--- src/lapm_pkg.sv ---
// Package for the line alarm and performance monitor: register map,
// field positions, reset values and timing constants.
// Assumes a 100 MHz pclk and a 32-bit APB register bus.
package lapm_pkg;

   // ------------------------------------------------------------------
   // Timing
   // ------------------------------------------------------------------
   localparam int unsigned CLK_PERIOD_NS = 10;
   localparam longint unsigned SECOND_NS = 64'h0000_0000_3B9A_CA00;
   localparam int unsigned SECOND_CYCLES = int'(SECOND_NS / CLK_PERIOD_NS);

   // ------------------------------------------------------------------
   // Thresholds per one-second interval
   // ------------------------------------------------------------------
   localparam logic [11:0] DSL_SES_CRC_MIN = 12'h096;
   localparam logic [11:0] E1_SES_CRC_MIN = 12'h340;
   localparam logic [11:0] E1_SES_BPV_MIN = 12'h800;
   localparam logic [3:0] E1_UNAVAIL_RUN = 4'hA;

   // ------------------------------------------------------------------
   // Register map (byte addresses)
   // ------------------------------------------------------------------
   localparam logic [7:0] ADDR_CTRL = 8'h00;
   localparam logic [7:0] ADDR_ALARM = 8'h04;
   localparam logic [7:0] ADDR_CNT_BASE = 8'h08;
   localparam int unsigned NUM_CNT = 9;
   localparam logic [7:0] ADDR_CNT_LAST = 8'h28;

   // Counter slots
   localparam int unsigned CNT_DSL_UAS = 0;
   localparam int unsigned CNT_DSL_SES = 1;
   localparam int unsigned CNT_DSL_ES = 2;
   localparam int unsigned CNT_DSL_CRC = 3;
   localparam int unsigned CNT_E1_UAS = 4;
   localparam int unsigned CNT_E1_SES = 5;
   localparam int unsigned CNT_E1_ES = 6;
   localparam int unsigned CNT_E1_BPV = 7;
   localparam int unsigned CNT_E1_CRC = 8;

   // Control fields
   localparam int unsigned CTRL_CRC4_BIT = 0;
   localparam int unsigned CTRL_CLEAR_BIT = 1;
   localparam logic CTRL_CRC4_RESET = 1'b1;

   // Alarm status fields
   localparam int unsigned ALM_CLK_LOSS = 0;
   localparam int unsigned ALM_REMOTE = 1;
   localparam int unsigned ALM_LOCAL = 2;
   localparam int unsigned ALM_DSL_LOS = 3;
   localparam int unsigned ALM_E1_LOF = 4;
   localparam int unsigned ALM_E1_AIS = 5;
   localparam int unsigned ALM_E1_YEL = 6;
   localparam int unsigned ALM_E1_UNAVAIL = 7;
   localparam int unsigned NUM_ALM = 8;

endpackage : lapm_pkg

--- src/lapm_top.sv ---
// Line alarm and performance monitor: alarm flags and saturating
// second-based and event counters for a DSL loop and an E1 line.
// Assumes all status inputs are synchronous to pclk; event inputs are
// one-cycle pulses, condition inputs are levels.
//
// Summary of operation
// - Count DSL unavailable second for each second with loop in loss of sync.
// - Count DSL severely errored second when a second holds 150+ CRC-6 errors.
// - Count DSL errored second when a second holds any CRC-6 error.
// - With CRC4 on, 832+ E1 CRC errors in a second make it severely errored.
// - With CRC4 off, 2048+ bipolar violations in a second make it severely errored.
// - LOS, LOF, AIS, RAI or slip in a second also make it E1 severely errored.
// - With CRC4 on, any E1 CRC error in a second makes it errored.
// - With CRC4 off, any bipolar violation in a second makes it errored.
// - LOS, LOF, AIS, RAI or slip in a second also make it E1 errored.
// - Count E1 unavailable seconds while the line is unavailable through errors.
// - Raise DSL loss-of-sync alarm while the transceiver reports sync lost.
// - Raise primary clock loss alarm while the clock is absent.
// - Raise remote link alarm while far-end user interface is inactive.
// - Raise local user link alarm while local user interface is inactive.
// - Raise E1 loss-of-frame alarm while frame alignment is missing.
// - Raise E1 AIS alarm while AIS is received.
// - Raise far-end yellow alarm while yellow alarm is received.
// - Count each received bipolar violation.
// - Count DSL and E1 CRC errors separately, readable by software.
`timescale 1ns/10ps
`default_nettype none

module lapm_top #(
   parameter int unsigned SECOND_CYCLES = lapm_pkg::SECOND_CYCLES
) (
   input wire logic pclk, // System clock
   input wire logic presetn, // Asynchronous reset, active low
   input wire logic ce, // Clock enable, freezes state when low
   input wire logic psel, // APB select
   input wire logic penable, // APB enable
   input wire logic pwrite, // APB direction
   input wire logic [7:0] paddr, // APB byte address
   input wire logic [31:0] pwdata, // APB write data
   output logic [31:0] prdata, // APB read data
   output logic pready, // APB ready
   output logic pslverr, // APB error on unmapped address
   input wire logic primary_clock_present, // Primary clock detected
   input wire logic remote_ui_inactive, // Far end reports its user side down
   input wire logic local_ui_inactive, // Local terminal side down
   input wire logic dsl_sync_lost, // Loop transceiver lost sync
   input wire logic dsl_crc_error, // Pulse per DSL CRC-6 error
   input wire logic e1_los, // E1 loss of signal
   input wire logic e1_lof, // E1 loss of frame alignment
   input wire logic e1_ais, // E1 alarm indication signal
   input wire logic e1_rai, // E1 remote alarm indication
   input wire logic e1_yellow, // E1 yellow alarm received
   input wire logic e1_slip, // Pulse per controlled slip
   input wire logic e1_bpv, // Pulse per bipolar violation
   input wire logic e1_crc_error, // Pulse per E1 CRC error
   output logic primary_clock_loss_alarm, // Clock missing
   output logic remote_link_alarm, // Far-end user side inactive
   output logic local_user_link_alarm, // Local user side inactive
   output logic dsl_loss_of_sync_alarm, // Loop out of sync
   output logic e1_loss_of_frame_alarm, // E1 out of frame
   output logic e1_ais_alarm, // E1 AIS received
   output logic far_end_yellow_alarm, // E1 yellow alarm
   output logic second_strobe // One-cycle pulse per second
);

   // ------------------------------------------------------------------
   // Helpers
   // ------------------------------------------------------------------
   function automatic logic [15:0] sat_inc16(input logic [15:0] v);
      sat_inc16 = (v == 16'hFFFF) ? v : v + 16'h0001;
   endfunction : sat_inc16

   function automatic logic [11:0] sat_add12(input logic [11:0] v, input logic e);
      sat_add12 = (e && v != 12'hFFF) ? v + 12'h001 : v;
   endfunction : sat_add12

   // ------------------------------------------------------------------
   // One-second timebase
   // ------------------------------------------------------------------
   logic [31:0] sec_cnt_q;
   logic sec_tick;

   assign sec_tick = ce && (sec_cnt_q == 32'(SECOND_CYCLES - 1));

   always_ff @(posedge pclk or negedge presetn) begin
      if (!presetn) begin
         sec_cnt_q <= 32'h0000_0000;
      end else if (ce) begin
         sec_cnt_q <= sec_tick ? 32'h0000_0000 : sec_cnt_q + 32'h0000_0001;
      end
   end

   always_ff @(posedge pclk or negedge presetn) begin
      if (!presetn) begin
         second_strobe <= 1'b0;
      end else if (ce) begin
         second_strobe <= sec_tick;
      end
   end

   // ------------------------------------------------------------------
   // Alarm flags
   // ------------------------------------------------------------------
   always_ff @(posedge pclk or negedge presetn) begin
      if (!presetn) begin
         primary_clock_loss_alarm <= 1'b0;
         remote_link_alarm <= 1'b0;
         local_user_link_alarm <= 1'b0;
         dsl_loss_of_sync_alarm <= 1'b0;
         e1_loss_of_frame_alarm <= 1'b0;
         e1_ais_alarm <= 1'b0;
         far_end_yellow_alarm <= 1'b0;
      end else if (ce) begin
         primary_clock_loss_alarm <= !primary_clock_present;
         remote_link_alarm <= remote_ui_inactive;
         local_user_link_alarm <= local_ui_inactive;
         dsl_loss_of_sync_alarm <= dsl_sync_lost;
         e1_loss_of_frame_alarm <= e1_lof;
         e1_ais_alarm <= e1_ais;
         far_end_yellow_alarm <= e1_yellow;
      end
   end

   // ------------------------------------------------------------------
   // Per-second tallies
   // ------------------------------------------------------------------
   // The event of the strobe cycle is folded into the totals so it is
   // judged in the closing second rather than lost.
   logic [11:0] dsl_crc_sec_q, e1_crc_sec_q, e1_bpv_sec_q;
   logic dsl_los_sec_q, e1_cond_sec_q;
   logic [11:0] dsl_crc_now, e1_crc_now, e1_bpv_now;
   logic dsl_los_now, e1_cond_now, crc4_q;
   logic dsl_es, dsl_ses, e1_es, e1_ses;

   assign dsl_crc_now = sat_add12(dsl_crc_sec_q, dsl_crc_error);
   assign e1_crc_now = sat_add12(e1_crc_sec_q, e1_crc_error);
   assign e1_bpv_now = sat_add12(e1_bpv_sec_q, e1_bpv);
   assign dsl_los_now = dsl_los_sec_q || dsl_sync_lost;
   assign e1_cond_now = e1_cond_sec_q || e1_los || e1_lof || e1_ais || e1_rai || e1_slip;
   assign dsl_es = dsl_crc_now != 12'h000;
   assign dsl_ses = dsl_crc_now >= lapm_pkg::DSL_SES_CRC_MIN;
   assign e1_es = e1_cond_now
      || (crc4_q ? e1_crc_now != 12'h000
                 : e1_bpv_now != 12'h000);
   assign e1_ses = e1_cond_now
      || (crc4_q ? e1_crc_now >= lapm_pkg::E1_SES_CRC_MIN
                 : e1_bpv_now >= lapm_pkg::E1_SES_BPV_MIN);

   always_ff @(posedge pclk or negedge presetn) begin
      if (!presetn) begin
         dsl_crc_sec_q <= 12'h000;
         e1_crc_sec_q <= 12'h000;
         e1_bpv_sec_q <= 12'h000;
         dsl_los_sec_q <= 1'b0;
         e1_cond_sec_q <= 1'b0;
      end else if (ce) begin
         if (sec_tick) begin
            dsl_crc_sec_q <= 12'h000;
            e1_crc_sec_q <= 12'h000;
            e1_bpv_sec_q <= 12'h000;
            dsl_los_sec_q <= 1'b0;
            e1_cond_sec_q <= 1'b0;
         end else begin
            dsl_crc_sec_q <= dsl_crc_now;
            e1_crc_sec_q <= e1_crc_now;
            e1_bpv_sec_q <= e1_bpv_now;
            dsl_los_sec_q <= dsl_los_now;
            e1_cond_sec_q <= e1_cond_now;
         end
      end
   end

   // ------------------------------------------------------------------
   // E1 availability
   // ------------------------------------------------------------------
   // Ten consecutive severely errored seconds enter the unavailable
   // state, ten consecutive seconds that are not severely errored leave it.
   logic e1_unavail_q;
   logic [3:0] e1_run_q;
   logic e1_run_done, e1_enter_unavail;

   assign e1_run_done = (e1_run_q + 4'h1) == lapm_pkg::E1_UNAVAIL_RUN;
   assign e1_enter_unavail = !e1_unavail_q && e1_ses && e1_run_done;

   always_ff @(posedge pclk or negedge presetn) begin
      if (!presetn) begin
         e1_unavail_q <= 1'b0;
         e1_run_q <= 4'h0;
      end else if (sec_tick) begin
         // A second that matches the present state breaks the run
         if (e1_unavail_q == e1_ses) begin
            e1_run_q <= 4'h0;
         end else if (e1_run_done) begin
            e1_run_q <= 4'h0;
            e1_unavail_q <= !e1_unavail_q;
         end else begin
            e1_run_q <= e1_run_q + 4'h1;
         end
      end
   end

   // ------------------------------------------------------------------
   // Counters
   // ------------------------------------------------------------------
   logic [15:0] cnt_q [lapm_pkg::NUM_CNT];
   logic [lapm_pkg::NUM_CNT-1:0] cnt_inc;
   logic clear_cnt;

   always_comb begin
      cnt_inc = '0;
      cnt_inc[lapm_pkg::CNT_DSL_UAS] = sec_tick && dsl_los_now;
      cnt_inc[lapm_pkg::CNT_DSL_SES] = sec_tick && dsl_ses;
      cnt_inc[lapm_pkg::CNT_DSL_ES] = sec_tick && dsl_es;
      cnt_inc[lapm_pkg::CNT_DSL_CRC] = ce && dsl_crc_error;
      cnt_inc[lapm_pkg::CNT_E1_UAS] = sec_tick && (e1_unavail_q || e1_enter_unavail);
      cnt_inc[lapm_pkg::CNT_E1_SES] = sec_tick && e1_ses;
      cnt_inc[lapm_pkg::CNT_E1_ES] = sec_tick && e1_es;
      cnt_inc[lapm_pkg::CNT_E1_BPV] = ce && e1_bpv;
      cnt_inc[lapm_pkg::CNT_E1_CRC] = ce && e1_crc_error;
   end

   // A count arriving with the clear survives as one
   always_ff @(posedge pclk or negedge presetn) begin
      if (!presetn) begin
         for (int i = 0; i < lapm_pkg::NUM_CNT; i++) begin
            cnt_q[i] <= 16'h0000;
         end
      end else if (ce) begin
         for (int i = 0; i < lapm_pkg::NUM_CNT; i++) begin
            if (clear_cnt) begin
               cnt_q[i] <= {15'h0000, cnt_inc[i]};
            end else if (cnt_inc[i]) begin
               cnt_q[i] <= sat_inc16(cnt_q[i]);
            end
         end
      end
   end

   // ------------------------------------------------------------------
   // APB slave
   // ------------------------------------------------------------------
   // Ready is registered so every access phase takes two cycles.
   logic apb_last, addr_ok, is_cnt;
   logic [7:0] cnt_off;
   logic [31:0] rd_d;
   logic [lapm_pkg::NUM_ALM-1:0] alarm_vec;

   assign apb_last = ce && psel && penable && pready;
   assign is_cnt = paddr >= lapm_pkg::ADDR_CNT_BASE && paddr <= lapm_pkg::ADDR_CNT_LAST
      && paddr[1:0] == 2'b00;
   assign addr_ok = is_cnt || paddr == lapm_pkg::ADDR_CTRL || paddr == lapm_pkg::ADDR_ALARM;
   assign cnt_off = (paddr - lapm_pkg::ADDR_CNT_BASE) >> 2;
   assign clear_cnt = apb_last && pwrite && paddr == lapm_pkg::ADDR_CTRL
      && pwdata[lapm_pkg::CTRL_CLEAR_BIT];

   always_comb begin
      alarm_vec = '0;
      alarm_vec[lapm_pkg::ALM_CLK_LOSS] = primary_clock_loss_alarm;
      alarm_vec[lapm_pkg::ALM_REMOTE] = remote_link_alarm;
      alarm_vec[lapm_pkg::ALM_LOCAL] = local_user_link_alarm;
      alarm_vec[lapm_pkg::ALM_DSL_LOS] = dsl_loss_of_sync_alarm;
      alarm_vec[lapm_pkg::ALM_E1_LOF] = e1_loss_of_frame_alarm;
      alarm_vec[lapm_pkg::ALM_E1_AIS] = e1_ais_alarm;
      alarm_vec[lapm_pkg::ALM_E1_YEL] = far_end_yellow_alarm;
      alarm_vec[lapm_pkg::ALM_E1_UNAVAIL] = e1_unavail_q;
      rd_d = 32'h0000_0000;
      if (paddr == lapm_pkg::ADDR_CTRL) begin
         rd_d[lapm_pkg::CTRL_CRC4_BIT] = crc4_q;
      end else if (paddr == lapm_pkg::ADDR_ALARM) begin
         rd_d[lapm_pkg::NUM_ALM-1:0] = alarm_vec;
      end else if (is_cnt) begin
         rd_d[15:0] = cnt_q[cnt_off[3:0]];
      end
   end

   always_ff @(posedge pclk or negedge presetn) begin
      if (!presetn) begin
         pready <= 1'b0;
         prdata <= 32'h0000_0000;
         pslverr <= 1'b0;
      end else if (ce) begin
         if (psel && penable && !pready) begin
            pready <= 1'b1;
            prdata <= pwrite ? 32'h0000_0000 : rd_d;
            pslverr <= !addr_ok;
         end else begin
            pready <= 1'b0;
            pslverr <= 1'b0;
         end
      end
   end

   always_ff @(posedge pclk or negedge presetn) begin
      if (!presetn) begin
         crc4_q <= lapm_pkg::CTRL_CRC4_RESET;
      end else if (apb_last && pwrite && paddr == lapm_pkg::ADDR_CTRL) begin
         crc4_q <= pwdata[lapm_pkg::CTRL_CRC4_BIT];
      end
   end
endmodule : lapm_top

`default_nettype wire

--- config.mk ---
export PLATFORM = sky130hd
export DESIGN_NAME = lapm_top
export DESIGN_NICKNAME = d
export VERILOG_FILES = /design/src/lapm_pkg.sv /design/src/lapm_top.sv
export SDC_FILE = /design/constraint.sdc
export NUM_CORES = 1
export LEC_CHECK = 0
export BUFFER_PORTS_ARGS = -buffer_cell sky130_fd_sc_hd__buf_2
export CAP_MARGIN = 20
export CORE_UTILIZATION = 30
export CTS_CLUSTER_DIAMETER = 40
export DETAILED_ROUTE_END_ITERATION = 8
export PLACE_DENSITY = 0.46
export SLEW_MARGIN = 40
export SYNTH_ARGS = -nofsm -noshare
export SYNTH_HDL_FRONTEND = slang
export SYNTH_SLANG_ARGS = --single-unit
--- constraint.sdc ---
create_clock -name pclk -period 4.6 [get_ports pclk]
set_input_delay 0.23 -clock pclk [delete_from_list [all_inputs] [get_ports pclk]]
set_output_delay 0.23 -clock pclk [all_outputs]
set_load 0.02 [all_outputs]
==> results.yml <==
pwr:
  vdd_drop_max_mv: 0.267
  p_sw_frac: 0.264
  pwr-share-seq: 0.339
  p_int_mw: 5.59
  power_frac_comb: 0.091
  p_leak_nw: 7.53
  p_total_mw: 7.60
  clockPowerShare: 0.570
  p_sw_mw: 2.01
  power_density_nw_per_um2: 425
synthesis:
  syn-cell-area_um2: 14800
  syn_inst: 1589
  synth.area.top_cells: "dfrtp_1 41%, mux4_2 4.9%, nor2_1 4.2%, nand2_1 4.0%, xnor2_1 3.8%"
  avgSynthCellArea_um2: 9.30
  seq_area_frac_synth: 0.417
  yosys.area.top_type: "dfrtp_1"
  ys_types: 86
  yosys_warnings: 0
  synth_seq_cells: 246
  yosysTopAreaCellShare: 0.415
  synth_edf_count: 0
  ys.flop_type: "dfrtp_1"
  synthArstFlopShare: 1.00
timing:
  worst_pin_slew_ns: 0.782
  final.setup.worst_slack_ns: 0.791
  finalSetupViolCount: 0
  rsz0062_at_grt: "no"
  max_clock_freq_mhz: 263
  hold_viol: 0
  fin_crit_sh: 0.828
  maxSlewViolCount: 0
  whs_ns: 0.0271
  fin_worst_skew_ns: 0.0317
  slew_headroom: 0.474
  fin_crit_ns: 3.81
  fin_setup_tns_ns: 0
setup_path:
  cp_slowest_stage_delay_ns: 0.53
  start_kind: "register"
  crit_fanout: 10
  required_ns: 5.11
  cp-end-kind: "register"
  arrival_ns: 4.32
  crit_chain: "ha_1, nand3_1, nor3_2, mux2i_1, and3_4, o31ai_4, or2_2, ha_1, o211ai_1, a211oi_4, nand3_1, or3_1, a21oi_1"
  r2r_start: "e1_crc_sec_q[0]"
  crit_type: "reg2reg"
  crit_slowest_cell: "a211oi_4"
  crit_start: "e1_crc_sec_q[0]"
finish:
  fin_cells: 2351
  num-fill-cells: 4799
  fin_util: 0.371
  final_cell_mix: "245 x dfrtp_1, 167 x nor2_1, 157 x nand2_1"
  syn2layout_area_growth_pct: 21.0
  final_area_um2: 17900
  final_common_cell: "dfrtp_1"
  layout-drive-gt1-share: 0.156
  nets: 1727
  insertedDiodeCount: 0
route:
  wl_per_cell_um: 18.1
  vias_per_cell: 5.23
  num_vias: 12300
  wirelength_um: 42500
  dr.pass1.iters: 5
  drcViolationCount: 0
  drtIter0Drc: 841
  ant_nets: 0
grt:
  grt_overflow: 0
  grt_usage: 0.174
  antenna_found_initial: 0
  grt_pass1_vias: 12000
  grt_pass1_wl_um: 68900
  grt_max_degree: 98
clock_tree:
  clk-insertion-delay-late_ns: 0.59
  post_cts_resized: 0
  cts_num_sinks: 246
  cts_tree: "built"
  clockBufferDepth: 3
  htreeDepth: 2
  numCtsBuffers: 53
  root_buffer: "clkbuf_16"
  path_clk_slew_ns: 0.05
min_path:
  min_from: "dsl_sync_lost"
  worstHoldPathType: "in2reg"
die:
  core-area_um2: 48100
  die_h_um: 224
  placementRows: 80
  initial_utilization: 0.307
  io_pins: 101
  dieArea_um2: 50100
  fp.dieW_um: 224
placed_design:
  placed_cells: 2239
  io_buffers: 54
  dpl.hpwl_um: 29300
  dpl_cell_area_um2: 15700
  place_congestion: 0.841
  place_ws_ns: 0.806
outcome:
  outcome: "complete, no violations"
job:
  cap_violations: 0
what timing repair did:
item / 4_1_cts / 5_1_grt
setup buffers: 0 / 0
hold buffers: 10 / 0
hold endpoints to repair: 102 / 0
cell families after synthesis:
logic type               Yosys count  synth area share
flip-flops                       246             0.417
adder cells (fa/ha/maj)           18            0.0152
multiplexers                      69            0.0745
buffers and inverters            138            0.0425
AND/OR/NAND/NOR                  695             0.242
AO/OA/AOI/OAI                    297             0.134
other                              1          0.000254
XOR/XNOR                         125            0.0741
routing by layer:
metal,GRT usage,vias up,share of wire
li1,-,5913,-
met1,0.248,6075,0.49
met2,0.265,232,0.44
met3,0.0311,64,0.043
met4,0.0550,0,0.025
met5,0,-,0
cells in the mapped netlist (7+ instances only):
library cell  count
buf_1             7
o21ai_0          97
o41ai_1           9
nor3_1           37
or3_1            41
a31oi_1          10
buf_4            18
mux2i_1          29
o31ai_1          12
xnor2_1          64
dfrtp_1         245
nor4_1           23
a21oi_1          78
xor2_1           61
ha_1             18
o211ai_1          8
nor2_1          167
buf_2            22
nand3_1          83
nand2_1         157
nand4_1          49
and3_1           43
clkbuf_1         52
a22o_1           26
mux2_2            8
inv_1            37
and2_1           16
and4_1           22
mux4_2           32
critical path: cells and delay by family, from the launching register on:
kind            cells  cell delay, ns
simple gates        6            1.53
compound gates      4            1.16
fa+ha+maj           2            0.48
flops               1            0.46
mux                 1            0.12
flip-flops by register name, indices dropped and copies added, names as in the netlist, 4 cells and up:
name	count
prdata	16
sec_cnt_q	32
e1_crc_sec_q	12
e1_bpv_sec_q	12
dsl_crc_sec_q	12
e1_run_q	4
cnt_q	144
area by class of cell:
type | count | area (um^2) | area share
clock inverter | 35 | 539 | 0.0302
tap | 656 | 821 | 0.0459
clock buffer | 65 | 1490 | 0.0835
sequential | 246 | 6160 | 0.344
multi-input combinational | 1220 | 8100 | 0.453
inverter | 37 | 139 | 0.00777
timing repair buffer | 92 | 636 | 0.0355
path summary, 6_finish.rpt:
path / cells after the start / slack [ns] / endpoint
min in group asynchronous: 2 / 0.10 / cnt_q[77]
setup reg to reg: 13 / 0.79 / cnt_q[77]
setup / recovery: 13 / 0.79 / cnt_q[77]
hold / removal: 2 / 0.03 / dsl_loss_of_sync_alarm
max in group asynchronous: 4 / 3.14 / sec_cnt_q[16]
hold reg to reg: 1 / 0.48 / sec_cnt_q[4]
power by group through the flow:
stage               combinational, mW  sequential [mW]  clock [mW]
detailed placement              0.686             2.60           0
global route                    0.785             2.61        4.52
finish                          0.693             2.58        4.33
CTS                             0.697             2.57        4.43
global placement                0.669             2.60           0
floorplan                       0.540             2.50           0
Power figures use the tool's default switching activity.
